## config.mk

```make
export PLATFORM = sky130hd
export DESIGN_NAME = ums_core
export DESIGN_NICKNAME = d
export VERILOG_FILES = /design/src/rtl/ums_pkg.sv /design/src/rtl/ums_core.sv
export SDC_FILE = /design/constraint.sdc
export NUM_CORES = 1
export LEC_CHECK = 0
export ABC_AREA = 1
export BUFFER_PORTS_ARGS = -buffer_cell sky130_fd_sc_hd__buf_2
export CAP_MARGIN = 0
export CELL_PAD_IN_SITES_DETAIL_PLACEMENT = 0
export CELL_PAD_IN_SITES_GLOBAL_PLACEMENT = 1
export CORE_MARGIN = 2
export CORE_UTILIZATION = 54
export CTS_BUF_LIST = sky130_fd_sc_hd__clkbuf_16
export DETAILED_ROUTE_END_ITERATION = 6
export PLACE_DENSITY = 0.88
export SLEW_MARGIN = 10
export SYNTH_ARGS = -nofsm -noshare
export SYNTH_HDL_FRONTEND = slang
export SYNTH_SLANG_ARGS = --single-unit
```

## constraint.sdc

```tcl
create_clock -name i_clk -period 6.6 [get_ports i_clk]
set_clock_uncertainty 0.05 [all_clocks]
set_input_delay 1.32 -clock i_clk [delete_from_list [all_inputs] [get_ports i_clk]]
set_output_delay 1.32 -clock i_clk [all_outputs]
set_load 0.1 [all_outputs]
```

## src/rtl/ums_pkg.sv

```systemverilog
// Constants, field positions and carrier types of the modem and line status block
package ums_pkg;
   // ****************************************
   // Register offsets
   // ****************************************
   localparam logic [2:0] UMS_OFF_DATA = 3'h0;
   localparam logic [2:0] UMS_OFF_IER  = 3'h1;
   localparam logic [2:0] UMS_OFF_LCR  = 3'h3;
   localparam logic [2:0] UMS_OFF_MCR  = 3'h4;
   localparam logic [2:0] UMS_OFF_LSR  = 3'h5;
   localparam logic [2:0] UMS_OFF_MSR  = 3'h6;
   localparam logic [2:0] UMS_OFF_EFR  = 3'h7;
   // ****************************************
   // Reset values
   // ****************************************
   localparam logic [7:0] UMS_MCR_RST  = 8'h00;
   localparam logic [7:0] UMS_LCR_RST  = 8'h00;
   localparam logic [7:0] UMS_IER_RST  = 8'h00;
   localparam logic [7:0] UMS_EFR_RST  = 8'h00;
   localparam logic [7:0] UMS_TXD_RST  = 8'h00;
   // ****************************************
   // Field positions
   // ****************************************
   localparam int UMS_MCR_DTR  = 0;
   localparam int UMS_MCR_RTS  = 1;
   localparam int UMS_MCR_FSEL = 2;
   localparam int UMS_MCR_IMM  = 3;
   localparam int UMS_MCR_LOOP = 4;
   localparam int UMS_IER_LS   = 2;
   localparam int UMS_IER_MS   = 3;
   localparam int UMS_EFR_AUTO = 6;
   localparam int UMS_TXD_DIS  = 3;
   localparam int UMS_LCR_STB  = 2;
   localparam int UMS_LCR_PEN  = 3;
   localparam int UMS_LCR_EPS  = 4;
   localparam int UMS_LCR_STK  = 5;
   localparam int UMS_FRAME_W  = 12;
   // ****************************************
   // Carrier types
   // ****************************************
   typedef struct packed {
      logic       brk;
      logic       fe;
      logic       pe;
      logic [7:0] data;
   } ums_rx_entry_t;
   typedef struct packed {
      logic cd;
      logic ri;
      logic dsr;
      logic cts;
   } ums_modem_t;
endpackage : ums_pkg

```

## src/rtl/ums_core.sv

```systemverilog
// One UART channel: modem control, send-immediate, line status and modem status
// What this block does
// - Immediate byte goes out before FIFO bytes, after the current character.
// - Arm bit clears itself once used; byte uses current parity and stop setting.
// - Flow-control characters go first; immediate send only while transmitter enabled.
// - In loopback arm bit feeds carrier status, flow-select bit feeds ring status.
// - Flow-select picks RTS/CTS at zero, DTR/DSR at one, only under auto flow.
// - Outside loopback, control bits 1 and 0 drive RTS and DTR pins low when set; reset zero.
// - Line interrupt when enabled and any stored character carries an error or overrun is set.
// - Error summary is one while an erroneous character remains stored.
// - Transmitter-empty is one only when FIFO and shift register are empty.
// - Transmit FIFO empty sets as last byte leaves, clears when one is loaded.
// - Break sets flag, stores one break character, holds until line returns high.
// - Framing error flag belongs to the character at the top of the FIFO.
// - Parity error flag belongs to the character at the top of the FIFO.
// - Character completing into a full FIFO sets overrun and is not stored.
// - Data-ready is one while any received character is stored.
// - Status bits 7 and 6 show inverted CD and RI, or control bits 3 and 2.
// - Status bits 5 and 4 show inverted DSR and CTS, or DTR and RTS bits.
// - Under auto flow, a high selected input halts FIFO and immediate bytes after current character.
// - CD, DSR and CTS deltas set on change; modem interrupt when enabled.
// - Outside loopback, ring delta sets only when the RI pin rises; in loopback, when the flow-select bit clears.
// - Control bit 4 selects local loopback of the modem lines.
`timescale 1ns/1ps
`default_nettype none
module ums_core
   import ums_pkg::*;
#(
   parameter int DEPTH = 16
) (
   input  wire logic       i_clk,
   input  wire logic       i_rst_n,
   input  wire logic       i_bit_tick,
   input  wire logic       i_reg_wr,
   input  wire logic       i_reg_rd,
   input  wire logic [2:0] i_reg_addr,
   input  wire logic [7:0] i_reg_wdata,
   output var  logic [7:0] o_reg_rdata,
   input  wire logic       i_rx,
   output var  logic       o_tx,
   output var  logic       o_rts_n,
   output var  logic       o_dtr_n,
   input  wire logic       i_cts_n,
   input  wire logic       i_dsr_n,
   input  wire logic       i_cd_n,
   input  wire logic       i_ri_n,
   input  wire logic       i_xchar_valid,
   input  wire logic [7:0] i_xchar,
   output var  logic       o_xchar_taken,
   output var  logic       o_line_irq,
   output var  logic       o_modem_irq
);
   localparam int AW = $clog2(DEPTH);
   localparam logic [AW:0] FULL = (AW+1)'(DEPTH);

   // ****************************************
   // Framing helpers
   // ****************************************
   function automatic logic ums_par(input logic [7:0] d, input logic [7:0] lcr);
      logic p;
      p = lcr[UMS_LCR_EPS] ? ^d : ~^d;
      if (lcr[UMS_LCR_STK]) begin
         p = ~lcr[UMS_LCR_EPS];
      end
      return p;
   endfunction : ums_par

   function automatic logic [15:0] ums_frame(input logic [7:0] d, input logic [7:0] lcr);
      logic [11:0] f;
      logic [7:0]  dm;
      logic [3:0]  n;
      logic [3:0]  len;
      n  = 4'h5 + {2'h0, lcr[1:0]};
      f  = '1;
      dm = 8'h00;
      f[0] = 1'b0;
      for (int i = 0; i < 8; i++) begin
         if (i < int'(n)) begin
            dm[i]  = d[i];
            f[i+1] = d[i];
         end
      end
      if (lcr[UMS_LCR_PEN]) begin
         f[n+4'h1] = ums_par(dm, lcr);
      end
      len = 4'h1 + n + {3'h0, lcr[UMS_LCR_PEN]} + (lcr[UMS_LCR_STB] ? 4'h2 : 4'h1);
      return {len, f};
   endfunction : ums_frame

   // ****************************************
   // Register access
   // ****************************************
   logic [7:0] mcr_q, lcr_q, ier_q, efr_q, txd_q;
   logic       wr_data, rd_data, rd_lsr, rd_msr, imm_take, loop;
   assign wr_data = i_reg_wr && (i_reg_addr == UMS_OFF_DATA);
   assign rd_data = i_reg_rd && (i_reg_addr == UMS_OFF_DATA);
   assign rd_lsr  = i_reg_rd && (i_reg_addr == UMS_OFF_LSR);
   assign rd_msr  = i_reg_rd && (i_reg_addr == UMS_OFF_MSR);
   assign loop    = mcr_q[UMS_MCR_LOOP];
   assign imm_take = wr_data && mcr_q[UMS_MCR_IMM] && !loop && !txd_q[UMS_TXD_DIS];

   always_ff @(posedge i_clk or negedge i_rst_n) begin
      if (!i_rst_n) begin
         mcr_q <= UMS_MCR_RST;
      end else if (i_reg_wr && i_reg_addr == UMS_OFF_MCR) begin
         mcr_q <= i_reg_wdata;
      end else if (imm_take) begin
         mcr_q[UMS_MCR_IMM] <= 1'b0;
      end
   end

   always_ff @(posedge i_clk or negedge i_rst_n) begin
      if (!i_rst_n) begin
         lcr_q <= UMS_LCR_RST;
         ier_q <= UMS_IER_RST;
         efr_q <= UMS_EFR_RST;
         txd_q <= UMS_TXD_RST;
      end else if (i_reg_wr) begin
         if (i_reg_addr == UMS_OFF_LCR) lcr_q <= i_reg_wdata;
         if (i_reg_addr == UMS_OFF_IER) ier_q <= i_reg_wdata;
         if (i_reg_addr == UMS_OFF_EFR) efr_q <= i_reg_wdata;
         // Status offset writes the disable controls
         if (i_reg_addr == UMS_OFF_MSR) txd_q <= i_reg_wdata;
      end
   end

   // ****************************************
   // Transmit FIFO and immediate byte
   // ****************************************
   logic [7:0]  tx_mem [DEPTH];
   logic [AW-1:0] tx_wp_q, tx_rp_q;
   logic [AW:0] tx_cnt_q;
   logic        tx_push, tx_pop, imm_vld_q;
   logic [7:0]  imm_q;
   assign tx_push = wr_data && !imm_take && (tx_cnt_q != FULL);

   always_ff @(posedge i_clk) begin
      if (tx_push) tx_mem[tx_wp_q] <= i_reg_wdata;
   end

   always_ff @(posedge i_clk or negedge i_rst_n) begin
      if (!i_rst_n) begin
         tx_wp_q  <= '0;
         tx_rp_q  <= '0;
         tx_cnt_q <= '0;
      end else begin
         if (tx_push) tx_wp_q <= tx_wp_q + 1'b1;
         if (tx_pop) tx_rp_q <= tx_rp_q + 1'b1;
         tx_cnt_q <= tx_cnt_q + (AW+1)'(tx_push) - (AW+1)'(tx_pop);
      end
   end

   // ****************************************
   // Transmit engine
   // ****************************************
   logic        tx_busy_q, tx_bit_q, take_x, take_i, flow_halt, tx_done;
   logic [11:0] tx_sr_q;
   logic [3:0]  tx_left_q;
   logic [15:0] frm;
   assign flow_halt = efr_q[UMS_EFR_AUTO] && (mcr_q[UMS_MCR_FSEL] ? i_dsr_n : i_cts_n);
   assign tx_done   = !tx_busy_q || (tx_left_q == 4'h0);
   assign take_x = i_bit_tick && tx_done && i_xchar_valid;
   assign take_i = i_bit_tick && tx_done && !take_x && imm_vld_q && !flow_halt
                   && !txd_q[UMS_TXD_DIS];
   assign tx_pop = i_bit_tick && tx_done && !take_x && !take_i && !flow_halt
                   && !txd_q[UMS_TXD_DIS] && (tx_cnt_q != '0);
   assign frm = ums_frame(take_x ? i_xchar : (take_i ? imm_q : tx_mem[tx_rp_q]), lcr_q);

   always_ff @(posedge i_clk or negedge i_rst_n) begin
      if (!i_rst_n) begin
         imm_vld_q <= 1'b0;
         imm_q     <= 8'h00;
      end else if (imm_take) begin
         imm_vld_q <= 1'b1;
         imm_q     <= i_reg_wdata;
      end else if (take_i) begin
         imm_vld_q <= 1'b0;
      end
   end

   always_ff @(posedge i_clk or negedge i_rst_n) begin
      if (!i_rst_n) begin
         tx_busy_q <= 1'b0;
         tx_bit_q  <= 1'b1;
         tx_sr_q   <= '1;
         tx_left_q <= 4'h0;
      end else if (i_bit_tick) begin
         if (take_x || take_i || tx_pop) begin
            tx_busy_q <= 1'b1;
            tx_bit_q  <= frm[0];
            tx_sr_q   <= {1'b1, frm[11:1]};
            tx_left_q <= frm[15:12] - 4'h1;
         end else if (tx_done) begin
            tx_busy_q <= 1'b0;
            tx_bit_q  <= 1'b1;
         end else begin
            tx_bit_q  <= tx_sr_q[0];
            tx_sr_q   <= {1'b1, tx_sr_q[11:1]};
            tx_left_q <= tx_left_q - 4'h1;
         end
      end
   end

   // ****************************************
   // Receive engine
   // ****************************************
   typedef enum logic [3:0] {
      RX_IDLE = 4'h1,
      RX_DATA = 4'h2,
      RX_PAR  = 4'h4,
      RX_STOP = 4'h8
   } ums_rx_st_t;
   ums_rx_st_t    rx_st_q;
   logic [2:0]    rx_cnt_q;
   logic [7:0]    rx_sh_q;
   logic          rx_pb_q, brk_hold_q, rx_in, rx_end, rx_full, rx_push, oe_q;
   logic [3:0]    rx_n;
   ums_rx_entry_t rx_ent;
   assign rx_in   = loop ? tx_bit_q : i_rx;
   assign rx_n    = 4'h5 + {2'h0, lcr_q[1:0]};
   assign rx_end  = i_bit_tick && (rx_st_q == RX_STOP);
   assign rx_ent.data = rx_sh_q;
   assign rx_ent.fe   = !rx_in;
   assign rx_ent.pe   = lcr_q[UMS_LCR_PEN] && (rx_pb_q != ums_par(rx_sh_q, lcr_q));
   // whole frame low is a break
   assign rx_ent.brk  = (rx_sh_q == 8'h00) && !rx_in && !(lcr_q[UMS_LCR_PEN] && rx_pb_q);
   assign rx_push = rx_end && !rx_full;

   always_ff @(posedge i_clk or negedge i_rst_n) begin
      if (!i_rst_n) begin
         rx_st_q    <= RX_IDLE;
         rx_cnt_q   <= 3'h0;
         rx_sh_q    <= 8'h00;
         rx_pb_q    <= 1'b0;
         brk_hold_q <= 1'b0;
      end else if (i_bit_tick) begin
         unique case (rx_st_q)
            RX_IDLE: begin
               // one break character until line idles
               if (brk_hold_q) begin
                  brk_hold_q <= !rx_in;
               end else if (!rx_in) begin
                  rx_st_q  <= RX_DATA;
                  rx_cnt_q <= 3'h0;
                  rx_sh_q  <= 8'h00;
               end
            end
            RX_DATA: begin
               rx_sh_q[rx_cnt_q] <= rx_in;
               rx_cnt_q          <= rx_cnt_q + 3'h1;
               if ({1'b0, rx_cnt_q} == rx_n - 4'h1) begin
                  rx_st_q <= lcr_q[UMS_LCR_PEN] ? RX_PAR : RX_STOP;
               end
            end
            RX_PAR: begin
               rx_pb_q <= rx_in;
               rx_st_q <= RX_STOP;
            end
            RX_STOP: begin
               rx_st_q    <= RX_IDLE;
               brk_hold_q <= rx_ent.brk;
            end
         endcase
      end
   end

   // ****************************************
   // Receive FIFO with error tally
   // ****************************************
   ums_rx_entry_t rx_mem [DEPTH];
   ums_rx_entry_t top;
   logic [AW-1:0] rx_wp_q, rx_rp_q;
   logic [AW:0]   rx_cnt_f_q, err_cnt_q;
   logic          rx_pop, rx_vld, push_err, pop_err;
   assign rx_full  = (rx_cnt_f_q == FULL);
   assign rx_vld   = (rx_cnt_f_q != '0);
   assign rx_pop   = rd_data && rx_vld;
   assign top      = rx_mem[rx_rp_q];
   assign push_err = rx_push && (rx_ent.brk || rx_ent.fe || rx_ent.pe);
   assign pop_err  = rx_pop && (top.brk || top.fe || top.pe);

   always_ff @(posedge i_clk) begin
      if (rx_push) rx_mem[rx_wp_q] <= rx_ent;
   end

   always_ff @(posedge i_clk or negedge i_rst_n) begin
      if (!i_rst_n) begin
         rx_wp_q    <= '0;
         rx_rp_q    <= '0;
         rx_cnt_f_q <= '0;
         err_cnt_q  <= '0;
      end else begin
         if (rx_push) rx_wp_q <= rx_wp_q + 1'b1;
         if (rx_pop) rx_rp_q <= rx_rp_q + 1'b1;
         rx_cnt_f_q <= rx_cnt_f_q + (AW+1)'(rx_push) - (AW+1)'(rx_pop);
         err_cnt_q  <= err_cnt_q + (AW+1)'(push_err) - (AW+1)'(pop_err);
      end
   end

   always_ff @(posedge i_clk or negedge i_rst_n) begin
      if (!i_rst_n) begin
         oe_q <= 1'b0;
      end else if (rx_end && rx_full) begin
         oe_q <= 1'b1;
      end else if (rd_lsr) begin
         oe_q <= 1'b0;
      end
   end

   // ****************************************
   // Line status
   // ****************************************
   logic [7:0] line_status;
   assign line_status = {err_cnt_q != '0,
                 (tx_cnt_q == '0) && !imm_vld_q && !tx_busy_q,
                 (tx_cnt_q == '0) && !imm_vld_q,
                 (rx_vld && top.brk) || brk_hold_q,
                 rx_vld && top.fe,
                 rx_vld && top.pe,
                 oe_q,
                 rx_vld};

   // ****************************************
   // Modem status
   // ****************************************
   ums_modem_t st, st_q, dlt_q;
   always_comb begin
      // arm and flow-select bits feed carrier and ring
      if (loop) begin
         st = '{cd: mcr_q[UMS_MCR_IMM], ri: mcr_q[UMS_MCR_FSEL],
                dsr: mcr_q[UMS_MCR_DTR], cts: mcr_q[UMS_MCR_RTS]};
      end else begin
         st = '{cd: !i_cd_n, ri: !i_ri_n, dsr: !i_dsr_n, cts: !i_cts_n};
      end
   end

   always_ff @(posedge i_clk or negedge i_rst_n) begin
      if (!i_rst_n) begin
         st_q  <= '0;
         dlt_q <= '0;
      end else begin
         st_q <= st;
         // ring delta only on pin rise, or on flow-select fall in loopback
         dlt_q.cd  <= (st.cd ^ st_q.cd) || (dlt_q.cd && !rd_msr);
         dlt_q.ri  <= (st_q.ri && !st.ri) || (dlt_q.ri && !rd_msr);
         dlt_q.dsr <= (st.dsr ^ st_q.dsr) || (dlt_q.dsr && !rd_msr);
         dlt_q.cts <= (st.cts ^ st_q.cts) || (dlt_q.cts && !rd_msr);
      end
   end

   // ****************************************
   // Registered outputs
   // ****************************************
   always_ff @(posedge i_clk or negedge i_rst_n) begin
      if (!i_rst_n) begin
         o_reg_rdata <= 8'h00;
      end else if (i_reg_rd) begin
         unique case (i_reg_addr)
            UMS_OFF_DATA: o_reg_rdata <= rx_vld ? top.data : 8'h00;
            UMS_OFF_IER:  o_reg_rdata <= ier_q;
            UMS_OFF_LCR:  o_reg_rdata <= lcr_q;
            UMS_OFF_MCR:  o_reg_rdata <= mcr_q;
            UMS_OFF_LSR:  o_reg_rdata <= line_status;
            UMS_OFF_MSR:  o_reg_rdata <= {st, dlt_q};
            UMS_OFF_EFR:  o_reg_rdata <= efr_q;
            default:      o_reg_rdata <= 8'h00;
         endcase
      end else begin
         o_reg_rdata <= 8'h00;
      end
   end

   // Loopback parks the pins idle so the far end sees no traffic
   always_ff @(posedge i_clk or negedge i_rst_n) begin
      if (!i_rst_n) begin
         o_tx          <= 1'b1;
         o_rts_n       <= 1'b1;
         o_dtr_n       <= 1'b1;
         o_xchar_taken <= 1'b0;
         o_line_irq    <= 1'b0;
         o_modem_irq   <= 1'b0;
      end else begin
         o_tx          <= loop ? 1'b1 : tx_bit_q;
         o_rts_n       <= loop ? 1'b1 : !mcr_q[UMS_MCR_RTS];
         o_dtr_n       <= loop ? 1'b1 : !mcr_q[UMS_MCR_DTR];
         o_xchar_taken <= take_x;
         o_line_irq    <= ier_q[UMS_IER_LS] && (line_status[7] || oe_q);
         o_modem_irq   <= ier_q[UMS_IER_MS] && (dlt_q != '0);
      end
   end
endmodule : ums_core
`default_nettype wire

```

==> results of run 1 <==
[critical path, stage by stage, from the launching register on]
cell and delay, ns:
dfrtp_2 0.64, inv_2 0.72, buf_4 0.47, o21ai_0 0.16, o221ai_1 0.19, o211ai_1 0.11
nand2_1 0.14, nor3_1 0.05, nor3_1 0.18, ha_1 0.27, inv_1 0.05, ha_1 0.15
inv_1 0.05, fa_1 0.39, o21ai_0 0.28, xor2_1 0.18
[metal layers]
metal	share of wire	vias up	global-route usage
met5	0.00016	-	0
met2	0.48	496	0.425
met4	0.031	2	0.0954
li1	-	6501	-
met1	0.42	6646	0.355
met3	0.073	107	0.0477
[kinds of logic (layout without fill, tap and decap cells)]
| group | count (synthesis) | after routing |
|---|---|---|
| AOI/OAI and AO/OA | 345 | 345 |
| adders and majority gates | 55 | 55 |
| buffers and inverters | 250 | 338 |
| and+or+nand+nor | 743 | 743 |
| xor gates and xnor gates | 38 | 38 |
| DFF | 434 | 434 |
[power groups by stage]
stage          clock, mW  combinational (mW)  sequential (mW)
6_report            2.47                3.34             3.79
5_1_grt             2.61                3.75             3.84
4_1_cts             2.50                3.34             3.78
3_5_place_dp           0                3.32             3.84
3_3_place_gp           0                3.23             3.82
2_1_floorplan          0                2.41             3.79
[final cells by class]
cell class | instances | area [um^2] | share of cell area
clock buffer | 45 | 1130 | 0.0521
clock inverter | 39 | 295 | 0.0137
inverter | 179 | 674 | 0.0312
multi-input combinational | 1181 | 6080 | 0.281
sequential | 434 | 12400 | 0.574
tap | 461 | 577 | 0.0267
timing repair buffer | 75 | 462 | 0.0214
[through the flow]
| stage | total power, mW | setup WS (ns) | hold WS [ns] | instance area [um^2] | std cells |
|---|---|---|---|---|---|
| floorplan | 6.20 | 2.61 | 0.369 | 19500 | 1865 |
| CTS | 9.62 | 2.46 | 0.419 | 21600 | 2414 |
| global route | 10.2 | 2.08 | 0.436 | 21600 | 2414 |
| global placement | 7.05 | 2.60 | 0.407 | 20200 | 2330 |
| finish | 9.60 | 2.43 | 0.416 | 21600 | 2414 |
| detailed placement | 7.16 | 2.44 | 0.408 | 20200 | 2330 |
[synth_stat cells, types with 2 or more instances]
master and n:
a31oi_1 2, nor2_4 2, a21boi_1 2, buf_4 5, or2_1 2, o221ai_1 29
dfstp_2 16, nor2_2 2, nand2_2 4, o22ai_1 19, buf_6 4, edfxtp_1 304
a221oi_1 4, nor3_2 2, dfrtp_1 114, o21ai_1 9, inv_1 165, nand4_1 12
o21bai_1 3, xnor2_1 9, a211oi_1 2, nor3_1 14, fa_1 4, a41oi_1 2
a22oi_1 4, nand2_1 392, clkbuf_1 41, nor2_1 186, a21oi_1 56, nand3_1 122
inv_2 7, buf_2 20, o21ai_0 200, clkinv_1 6, ha_1 51, o211ai_1 4
xor2_1 29
[final timing paths]
path / startpoint / to / slack, ns / cells after the start
min reg2reg: tx_sr_q[1] / tx_sr_q[1] / 0.42 / 2
min in group asynchronous: i_rst_n / tx_wp_q[3] / 0.80 / 1
max in group asynchronous: i_rst_n / rx_rp_q[0] / 4.64 / 2
max: rx_rp_q[0] / err_cnt_q[4] / 2.43 / 15
min: tx_sr_q[1] / tx_sr_q[1] / 0.42 / 2
max reg2reg: rx_rp_q[0] / err_cnt_q[4] / 2.43 / 15
[sequential cells by signal (all words and copies together), names as in the netlist, 3 cells and up]
| name | cells |
|---|---|
| imm_q | 8 |
| lcr_q | 8 |
| mcr_q | 8 |
| tx_mem | 128 |
| o_reg_rdata | 8 |
| ier_q | 8 |
| rx_sh_q | 8 |
| tx_rp_q | 4 |
| rx_mem | 176 |
| rx_wp_q | 4 |
| tx_cnt_q | 5 |
| rx_cnt_f_q | 5 |
| err_cnt_q | 5 |
| efr_q | 8 |
| st_q | 4 |
| rx_cnt_q | 3 |
| dlt_q | 4 |
| tx_wp_q | 4 |
| tx_sr_q | 11 |
| rx_rp_q | 4 |
| tx_left_q | 4 |
| rx_st_q | 4 |
==> tab_implementation.tex, run 1 <==
\begin{tabular}{lr}
\hline
Metric & Value \\
\hline
\multicolumn{2}{l}{\textbf{GRT}} \\
\quad Initial antenna violation count & 1 \\
\quad Overall routing resource usage & 0.262 \\
\quad Via count of the first global-routing pass & around 14000 \\
\quad Pin count of the biggest net entering global routing & between 80 and 90 \\
\quad Wire length of the first global-routing pass & between 70000 and 80000 um \\
\quad Total global routing overflow & 0 \\
\multicolumn{2}{l}{\textbf{STA}} \\
\quad Normalized max-slew margin & 0.131 \\
\quad Max Clock Freq & approximately 0.24 GHz \\
\quad Setup violations, final & 0 \\
\quad Part of the cycle the worst path needs & 0.632 \\
\quad Pin slew with the least headroom to its limit & 1.30 ns \\
\quad Final count of pins violating max slew & 0 \\
\quad Setup repair after global routing missed its margin & false \\
\quad Sum Neg Setup Slack & 0 ns \\
\quad Final hold violation count & 0 \\
\quad Shortest period the worst path allows & 4.17 ns \\
\multicolumn{2}{l}{\textbf{Clock tree}} \\
\quad Clock tree from TritonCTS & done \\
\quad Clock Sink Count & roughly 430 \\
\quad Cell chosen for the clock root & clkbuf\_16 \\
\quad Depth of the CTS H-tree & 2 \\
\quad Post-CTS Repair Setup Buffers & 0 \\
\quad Clock slew at reported path FFs & $\sim$0.060 ns \\
\quad CTS Buf Count & 45 \\
\quad Hold buffer count at CTS & 0 \\
\quad Clock tree buffer depth & 3 \\
\quad Count of cells resized by post-cts repair & 0 \\
\quad Clock Latency Late Sink & $\sim$0.6 ns \\
\multicolumn{2}{l}{\textbf{Finish}} \\
\quad Most frequent standard cell in the layout excluding fill and tap cells & nand2\_1 \\
\quad Fraction of layout cells with a size suffix above 1 & 0.0927 \\
\quad Antenna diodes & 0 \\
\quad Area growth syn-to-layout & 10.9\% \\
\quad Post-route core utilization & 0.608 \\
\quad \# nets final & between 2000 and 2500 \\
\quad Leading cell types in the layout, fill and taps excluded & nand2\_1 (392), edfxtp\_1 (304), o21ai\_0 (199), nor2\_1 (186), inv\_1 (179) \\
\quad Number of fill cells & between 2000 and 3000 \\
\multicolumn{2}{l}{\textbf{Floorplanning}} \\
\quad Width of the die & 194 um \\
\quad Standard-cell row count & between 60 and 70 \\
\quad Area of the die & about 0.038 mm\^{}2 \\
\quad Die Height & 194 um \\
\quad Boundary pin count & 44 \\
\quad Initial core utilization & 0.548 \\
\quad Area of the core region & about 0.036 mm\^{}2 \\
\multicolumn{2}{l}{\textbf{Detailed routing}} \\
\quad Number of vias after detailed routing & roughly 14000 \\
\quad Wirelength per Cell & around 20 um \\
\quad Detailed Routing Iterations Pass 1 & 5 \\
\quad Antenna-violating nets left & 0 \\
\quad Detailed router's first-iteration violation count & roughly 1100 \\
\quad Final routed DRC violation total & 0 \\
\quad Final WL & between 40000 and 50000 um \\
\quad Routed via count divided by cell count & $\sim$5.7 \\
\multicolumn{2}{l}{\textbf{Worst setup path}} \\
\quad Type of element launching the critical path & register \\
\quad Critical path fanouts, max & 52 \\
\quad Startpoint-to-endpoint class of the critical path & reg -> reg \\
\quad Required time of the critical path & between 7 and 8 ns \\
\quad Arrival time of the worst setup path & around 4.6 ns \\
\quad Endpoint kind of the worst setup timing path & register \\
\multicolumn{2}{l}{\textbf{Yosys}} \\
\quad Area fraction of the dominant cell type after synthesis & 0.468 \\
\quad Compound-Gate Fraction of Synth Area & 0.100 \\
\quad Proportion of register bits with asynchronous set or reset after synthesis & 0.300 \\
\quad Post-synthesis share of cell area spent on full adders, half adders and majority gates & 0.0368 \\
\quad Combined area of all synthesized cells & 0.0195 mm\^{}2 \\
\quad Share of cell area taken by muxes after synthesis & 0 \\
\quad Warning count from the yosys run & 0 \\
\quad Post-synthesis sequential area ratio & 0.636 \\
\quad Number of standard cells after synthesis & approximately 1900 \\
\quad Register bit total from synthesis & about 430 \\
\quad Most area-hungry cell type in the Yosys netlist & edfxtp\_1 \\
\quad Count of flip-flops with a built-in enable after synthesis & just over 300 \\
\quad Simple-gate share of the synthesized area & 0.157 \\
\quad Count of distinct cell types in the synthesized netlist & 53 \\
\quad Mean area per synthesized cell & between 10 and 15 um\^{}2 \\
\quad Post-synthesis net count & roughly 2000 \\
\quad Flip-flop cell with the highest count after synthesis & edfxtp\_1 \\
\quad Combinational family with the most area after synthesis & simple AND/OR/NAND/NOR gates \\
\quad Top area cells in the synthesized netlist & edfxtp\_1 (47\%), dfrtp\_1 (15\%), nand2\_1 (7.5\%), o21ai\_0 (5.1\%), nor2\_1 (3.6\%) \\
\quad Area share of xor/xnor cells in the synthesized design & 0.0171 \\
\multicolumn{2}{l}{\textbf{Pwr}} \\
\quad Net switching power & 3.75 mW \\
\quad Static Leak & between 8 and 9 nW \\
\quad Clock network fraction of total power & 0.257 \\
\quad Pwr/cell area & 444 mW/mm\^{}2 \\
\quad Gate power share & 0.348 \\
\quad Part of the total power dissipated in sequential elements & 0.395 \\
\quad Fraction of power spent switching nets & 0.390 \\
\quad Internal Dissipation & roughly 6 mW \\
\quad Max VDD drop & around 0.00033 V \\
\multicolumn{2}{l}{\textbf{Placed design}} \\
\quad Input/output buffers & 43 \\
\quad Last weighted congestion value of the routability-driven placer & 0.860 \\
\quad Dpl hpwl & 30700 um \\
\multicolumn{2}{l}{\textbf{Outcome}} \\
\quad Result of the run & finished, final reports clean \\
\multicolumn{2}{l}{\textbf{Flow run}} \\
\quad Number of violations of the max-capacitance limit & 0 \\
\multicolumn{2}{l}{\textbf{Min path}} \\
\quad Classification of the worst-slack hold path & reg -> reg \\
\hline
\end{tabular}
(Power assumes the default switching activity.)
==> run 2: changes to the inputs <==
--- a/config.mk
+++ b/config.mk
@@ -11,10 +11,10 @@
 export CELL_PAD_IN_SITES_DETAIL_PLACEMENT = 0
 export CELL_PAD_IN_SITES_GLOBAL_PLACEMENT = 1
 export CORE_MARGIN = 2
-export CORE_UTILIZATION = 54
+export CORE_UTILIZATION = 45
 export CTS_BUF_LIST = sky130_fd_sc_hd__clkbuf_16
 export DETAILED_ROUTE_END_ITERATION = 6
-export PLACE_DENSITY = 0.88
+export PLACE_DENSITY = 0.78
 export SLEW_MARGIN = 10
 export SYNTH_ARGS = -nofsm -noshare
 export SYNTH_HDL_FRONTEND = slang
==> constraint.sdc (replaced) <==
create_clock -name i_clk -period 3.5 [get_ports i_clk]
set_clock_uncertainty 0.05 [all_clocks]
set_input_delay 0.7 -clock i_clk [delete_from_list [all_inputs] [get_ports i_clk]]
set_output_delay 0.7 -clock i_clk [all_outputs]
set_load 0.1 [all_outputs]
==> run 2 against run 1 <==
  * Flip-flop and latch count stayed put
  * Hold slack worse by 0.32 ns
  * Setup slack worse by 2.0 ns
  * Routed wire length is 0.39% higher
  * Die area is 20% higher
  * Non-clock buffer count is 49 higher
  * Largest power group is now combinational cells
==> tab_implementation.tex, run 2 (synthesis gave the netlist of run 1 again) <==
\begin{tabular}{lr}
\hline
Metric & Value \\
\hline
\multicolumn{2}{l}{\textbf{Detailed routing}} \\
\quad Antenna-violating nets left & 0 (unchanged) \\
\quad Routed via count divided by cell count & 5.33 (-6.4\%) \\
\quad Detailed router's first-iteration violation count & 1124 (+0.27\%) \\
\quad Final WL & 48700 um (+0.39\%) \\
\quad Number of vias after detailed routing & 13800 (+0.33\%) \\
\quad Detailed Routing Iterations Pass 1 & 6 (+1) \\
\quad Final routed DRC violation total & 0 (unchanged) \\
\quad Wirelength per Cell & 18.8 um (-6.4\%) \\
\multicolumn{2}{l}{\textbf{Floorplanning}} \\
\quad Boundary pin count & 44 (unchanged) \\
\quad Die Height & 212 um (+9.3\%) \\
\quad Area of the core region & 0.0429 mm\^{}2 (+21\%) \\
\quad Standard-cell row count & 76 (+10\%) \\
\quad Initial core utilization & 0.455 (-0.0935) \\
\quad Area of the die & 0.0450 mm\^{}2 (+20\%) \\
\quad Width of the die & 212 um (+9.3\%) \\
\multicolumn{2}{l}{\textbf{Worst setup path}} \\
\quad Biggest cell delay along the critical path & 0.40 ns (-0.32 ns) \\
\quad Critical path fanouts, max & 33 (-37\%) \\
\quad Startpoint-to-endpoint class of the critical path & reg -> reg \\
\quad R2R setup slack & 0.41 ns (-2.02 ns) \\
\quad Launching point of the worst reg2reg path & rx\_rp\_q[1] \\
\quad Endpoint kind of the worst setup timing path & register \\
\quad Cell family contributing the most delay on the critical path & adder cells \\
\quad Type of element launching the critical path & register \\
\quad Slowest stage cell on the critical path & fa\_1 \\
\quad Length in cells of the worst reg-to-reg path & 15 (unchanged) \\
\quad Arrival time of the worst setup path & 3.55 ns (-1.08 ns) \\
\quad Required time of the critical path & 3.96 ns (-3.09 ns) \\
\quad Buf+Inv Stages, Crit Path & 4 (unchanged) \\
\quad R2R Path End & err\_cnt\_q[4] \\
\quad Worst path most repeated cell & inv\_1 \\
\quad Cell-by-cell trace of the critical path & inv\_1 -> buf\_12 -> o21ai\_0 -> o221ai\_1 -> nand3\_1 -> nand2\_1 -> nor3\_1 -> nor3\_1 -> ha\_1 -> inv\_1 -> ha\_1 -> inv\_1 -> fa\_1 -> o21ai\_0 -> xor2\_1 \\
\multicolumn{2}{l}{\textbf{STA}} \\
\quad Shortest period the worst path allows & 3.09 ns (-1.08 ns) \\
\quad Setup violations, final & 0 (unchanged) \\
\quad Part of the cycle the worst path needs & 0.883 (+0.251) \\
\quad Final count of pins violating max slew & 0 (unchanged) \\
\quad Normalized max-slew margin & 0.520 (+0.389) \\
\quad Max Clock Freq & 0.324 GHz (+35\%) \\
\quad Setup repair after global routing missed its margin & false \\
\quad Sum Neg Setup Slack & 0 ns (unchanged) \\
\quad Pin slew with the least headroom to its limit & 0.720 ns (-0.581 ns) \\
\quad Final hold violation count & 0 (unchanged) \\
\multicolumn{2}{l}{\textbf{Min path}} \\
\quad Classification of the worst-slack hold path & in -> async \\
\multicolumn{2}{l}{\textbf{Finish}} \\
\quad Max FFs per register & 176 (unchanged) \\
\quad Leading cell types in the layout, fill and taps excluded & nand2\_1 (392), edfxtp\_1 (304), o21ai\_0 (199), nor2\_1 (186), inv\_1 (181) \\
\quad Fraction of layout cells with a size suffix above 1 & 0.113 (+0.0207) \\
\quad Register name with the most flops & rx\_mem \\
\quad Area growth syn-to-layout & 13.9\% \\
\quad Most frequent standard cell in the layout excluding fill and tap cells & nand2\_1 \\
\quad Largest regs & rx\_mem: 176 flops, tx\_mem: 128 flops, tx\_sr\_q: 11 flops \\
\quad Post-route core utilization & 0.518 (-0.0900) \\
\quad \# nets final & 2051 (+2.5\%) \\
\quad Antenna diodes & 0 (unchanged) \\
\multicolumn{2}{l}{\textbf{Pwr}} \\
\quad Post-layout total power & 18.4 mW (+92\%) \\
\quad Max VDD drop & 0.000536 V (+61\%) \\
\quad Pwr/cell area & 829 mW/mm\^{}2 (+87\%) \\
\quad Static Leak & 9.11 nW (+3.1\%) \\
\multicolumn{2}{l}{\textbf{Clock tree}} \\
\quad Clock tree buffer depth & 3 (unchanged) \\
\quad Post-CTS Repair Setup Buffers & 0 (unchanged) \\
\quad Clock tree from TritonCTS & done \\
\quad Clock slew at reported path FFs & 0.06 ns (about the same) \\
\quad Count of cells resized by post-cts repair & 0 (unchanged) \\
\quad CTS Buf Count & 46 (+2.2\%) \\
\quad Hold buffer count at CTS & 0 (unchanged) \\
\quad Clock Sink Count & 434 (unchanged) \\
\quad Depth of the CTS H-tree & 2 (unchanged) \\
\quad Cell chosen for the clock root & clkbuf\_16 \\
\quad Clock Latency Late Sink & 0.59 ns (about the same) \\
\multicolumn{2}{l}{\textbf{Outcome}} \\
\quad Result of the run & finished, final reports clean \\
\multicolumn{2}{l}{\textbf{GRT}} \\
\quad Total global routing overflow & 0 (unchanged) \\
\quad Pin count of the biggest net entering global routing & 74 (-15\%) \\
\quad Initial antenna violation count & 4 (+3) \\
\quad Wire length of the first global-routing pass & 75600 um (-0.72\%) \\
\quad Overall routing resource usage & 0.221 (-0.0410) \\
\quad Via count of the first global-routing pass & 13300 (-1.9\%) \\
\multicolumn{2}{l}{\textbf{Placed design}} \\
\quad Input/output buffers & 43 (unchanged) \\
\quad Dpl hpwl & 32300 um (+5.2\%) \\
\quad Last weighted congestion value of the routability-driven placer & 0.899 (+4.6\%) \\
\multicolumn{2}{l}{\textbf{Flow run}} \\
\quad Number of violations of the max-capacitance limit & 0 (unchanged) \\
\hline
\end{tabular}
[run 2: changes by cell type in the layout (fill, tap and decap cells not counted)]
cell	previous run	this run
buf_4	32	79
clkinv_2	10	6
buf_12	0	2
clkinv_1	12	14
inv_1	179	181
inv_6	3	1
clkbuf_16	45	46
clkinv_16	0	1
clkinv_4	0	1
[run 2: worst max-delay path by stage]
stage	start	endpoint	slack, ns	cells after the start
final	rx_rp_q[1]	err_cnt_q[4]	0.41	15
after global routing	rx_rp_q[0]	err_cnt_q[4]	0.06	14
after CTS	rx_rp_q[1]	err_cnt_q[4]	0.42	15
after detailed placement	i_reg_addr[1]	tx_cnt_q[4]	0.38	13
after global placement	i_reg_addr[1]	rx_cnt_f_q[4]	0.43	13
after floorplan	rx_sh_q[0]	err_cnt_q[4]	0.12	15
[run 2: metrics by stage]
stage	cells	setup WS, ns	cell area, um^2	hold slack, ns
final	2588	0.410	22200	0.0919
after global routing	2588	0.0581	22200	0.140
after CTS	2588	0.422	22200	0.0961
after detailed placement	2503	0.375	20700	0.406
after global placement	2503	0.432	20700	0.406
after floorplan	1865	0.116	19500	0.354
[run 2: area by class of cell]
type | count | area (um^2)
Fill cell | 3798 | 20700
Sequential cell | 434 | 12400
Multi-Input combinational cell | 1181 | 6080
Clock buffer | 46 | 1150
Timing Repair Buffer | 124 | 855
Tap cell | 585 | 732
Inverter | 179 | 674
Clock inverter | 39 | 312
[run 2: routing by layer]
metal | vias up | part of all wire | track usage
li1 | 6607 | - | -
met1 | 6631 | 0.44 | 0.303
met2 | 467 | 0.47 | 0.352
met3 | 91 | 0.066 | 0.0445
met4 | 2 | 0.029 | 0.0719
met5 | - | 0.00035 | 0
[run 2: worst reg2reg max path, delay by kind of cell (launching register included)]
family | cells | cell delay [ns]
compound gates | 3 | 0.51
xor+xnor | 1 | 0.18
fa+ha+maj | 3 | 0.82
buf+inv | 4 | 0.59
simple gates | 4 | 0.49
flops | 1 | 0.37
[run 2: report_power, final]
group	switching (mW)	total, mW	internal [mW]
Combinational	4.70	6.86	2.16
Sequential	0.410	6.84	6.43
Clock	2.02	4.72	2.70
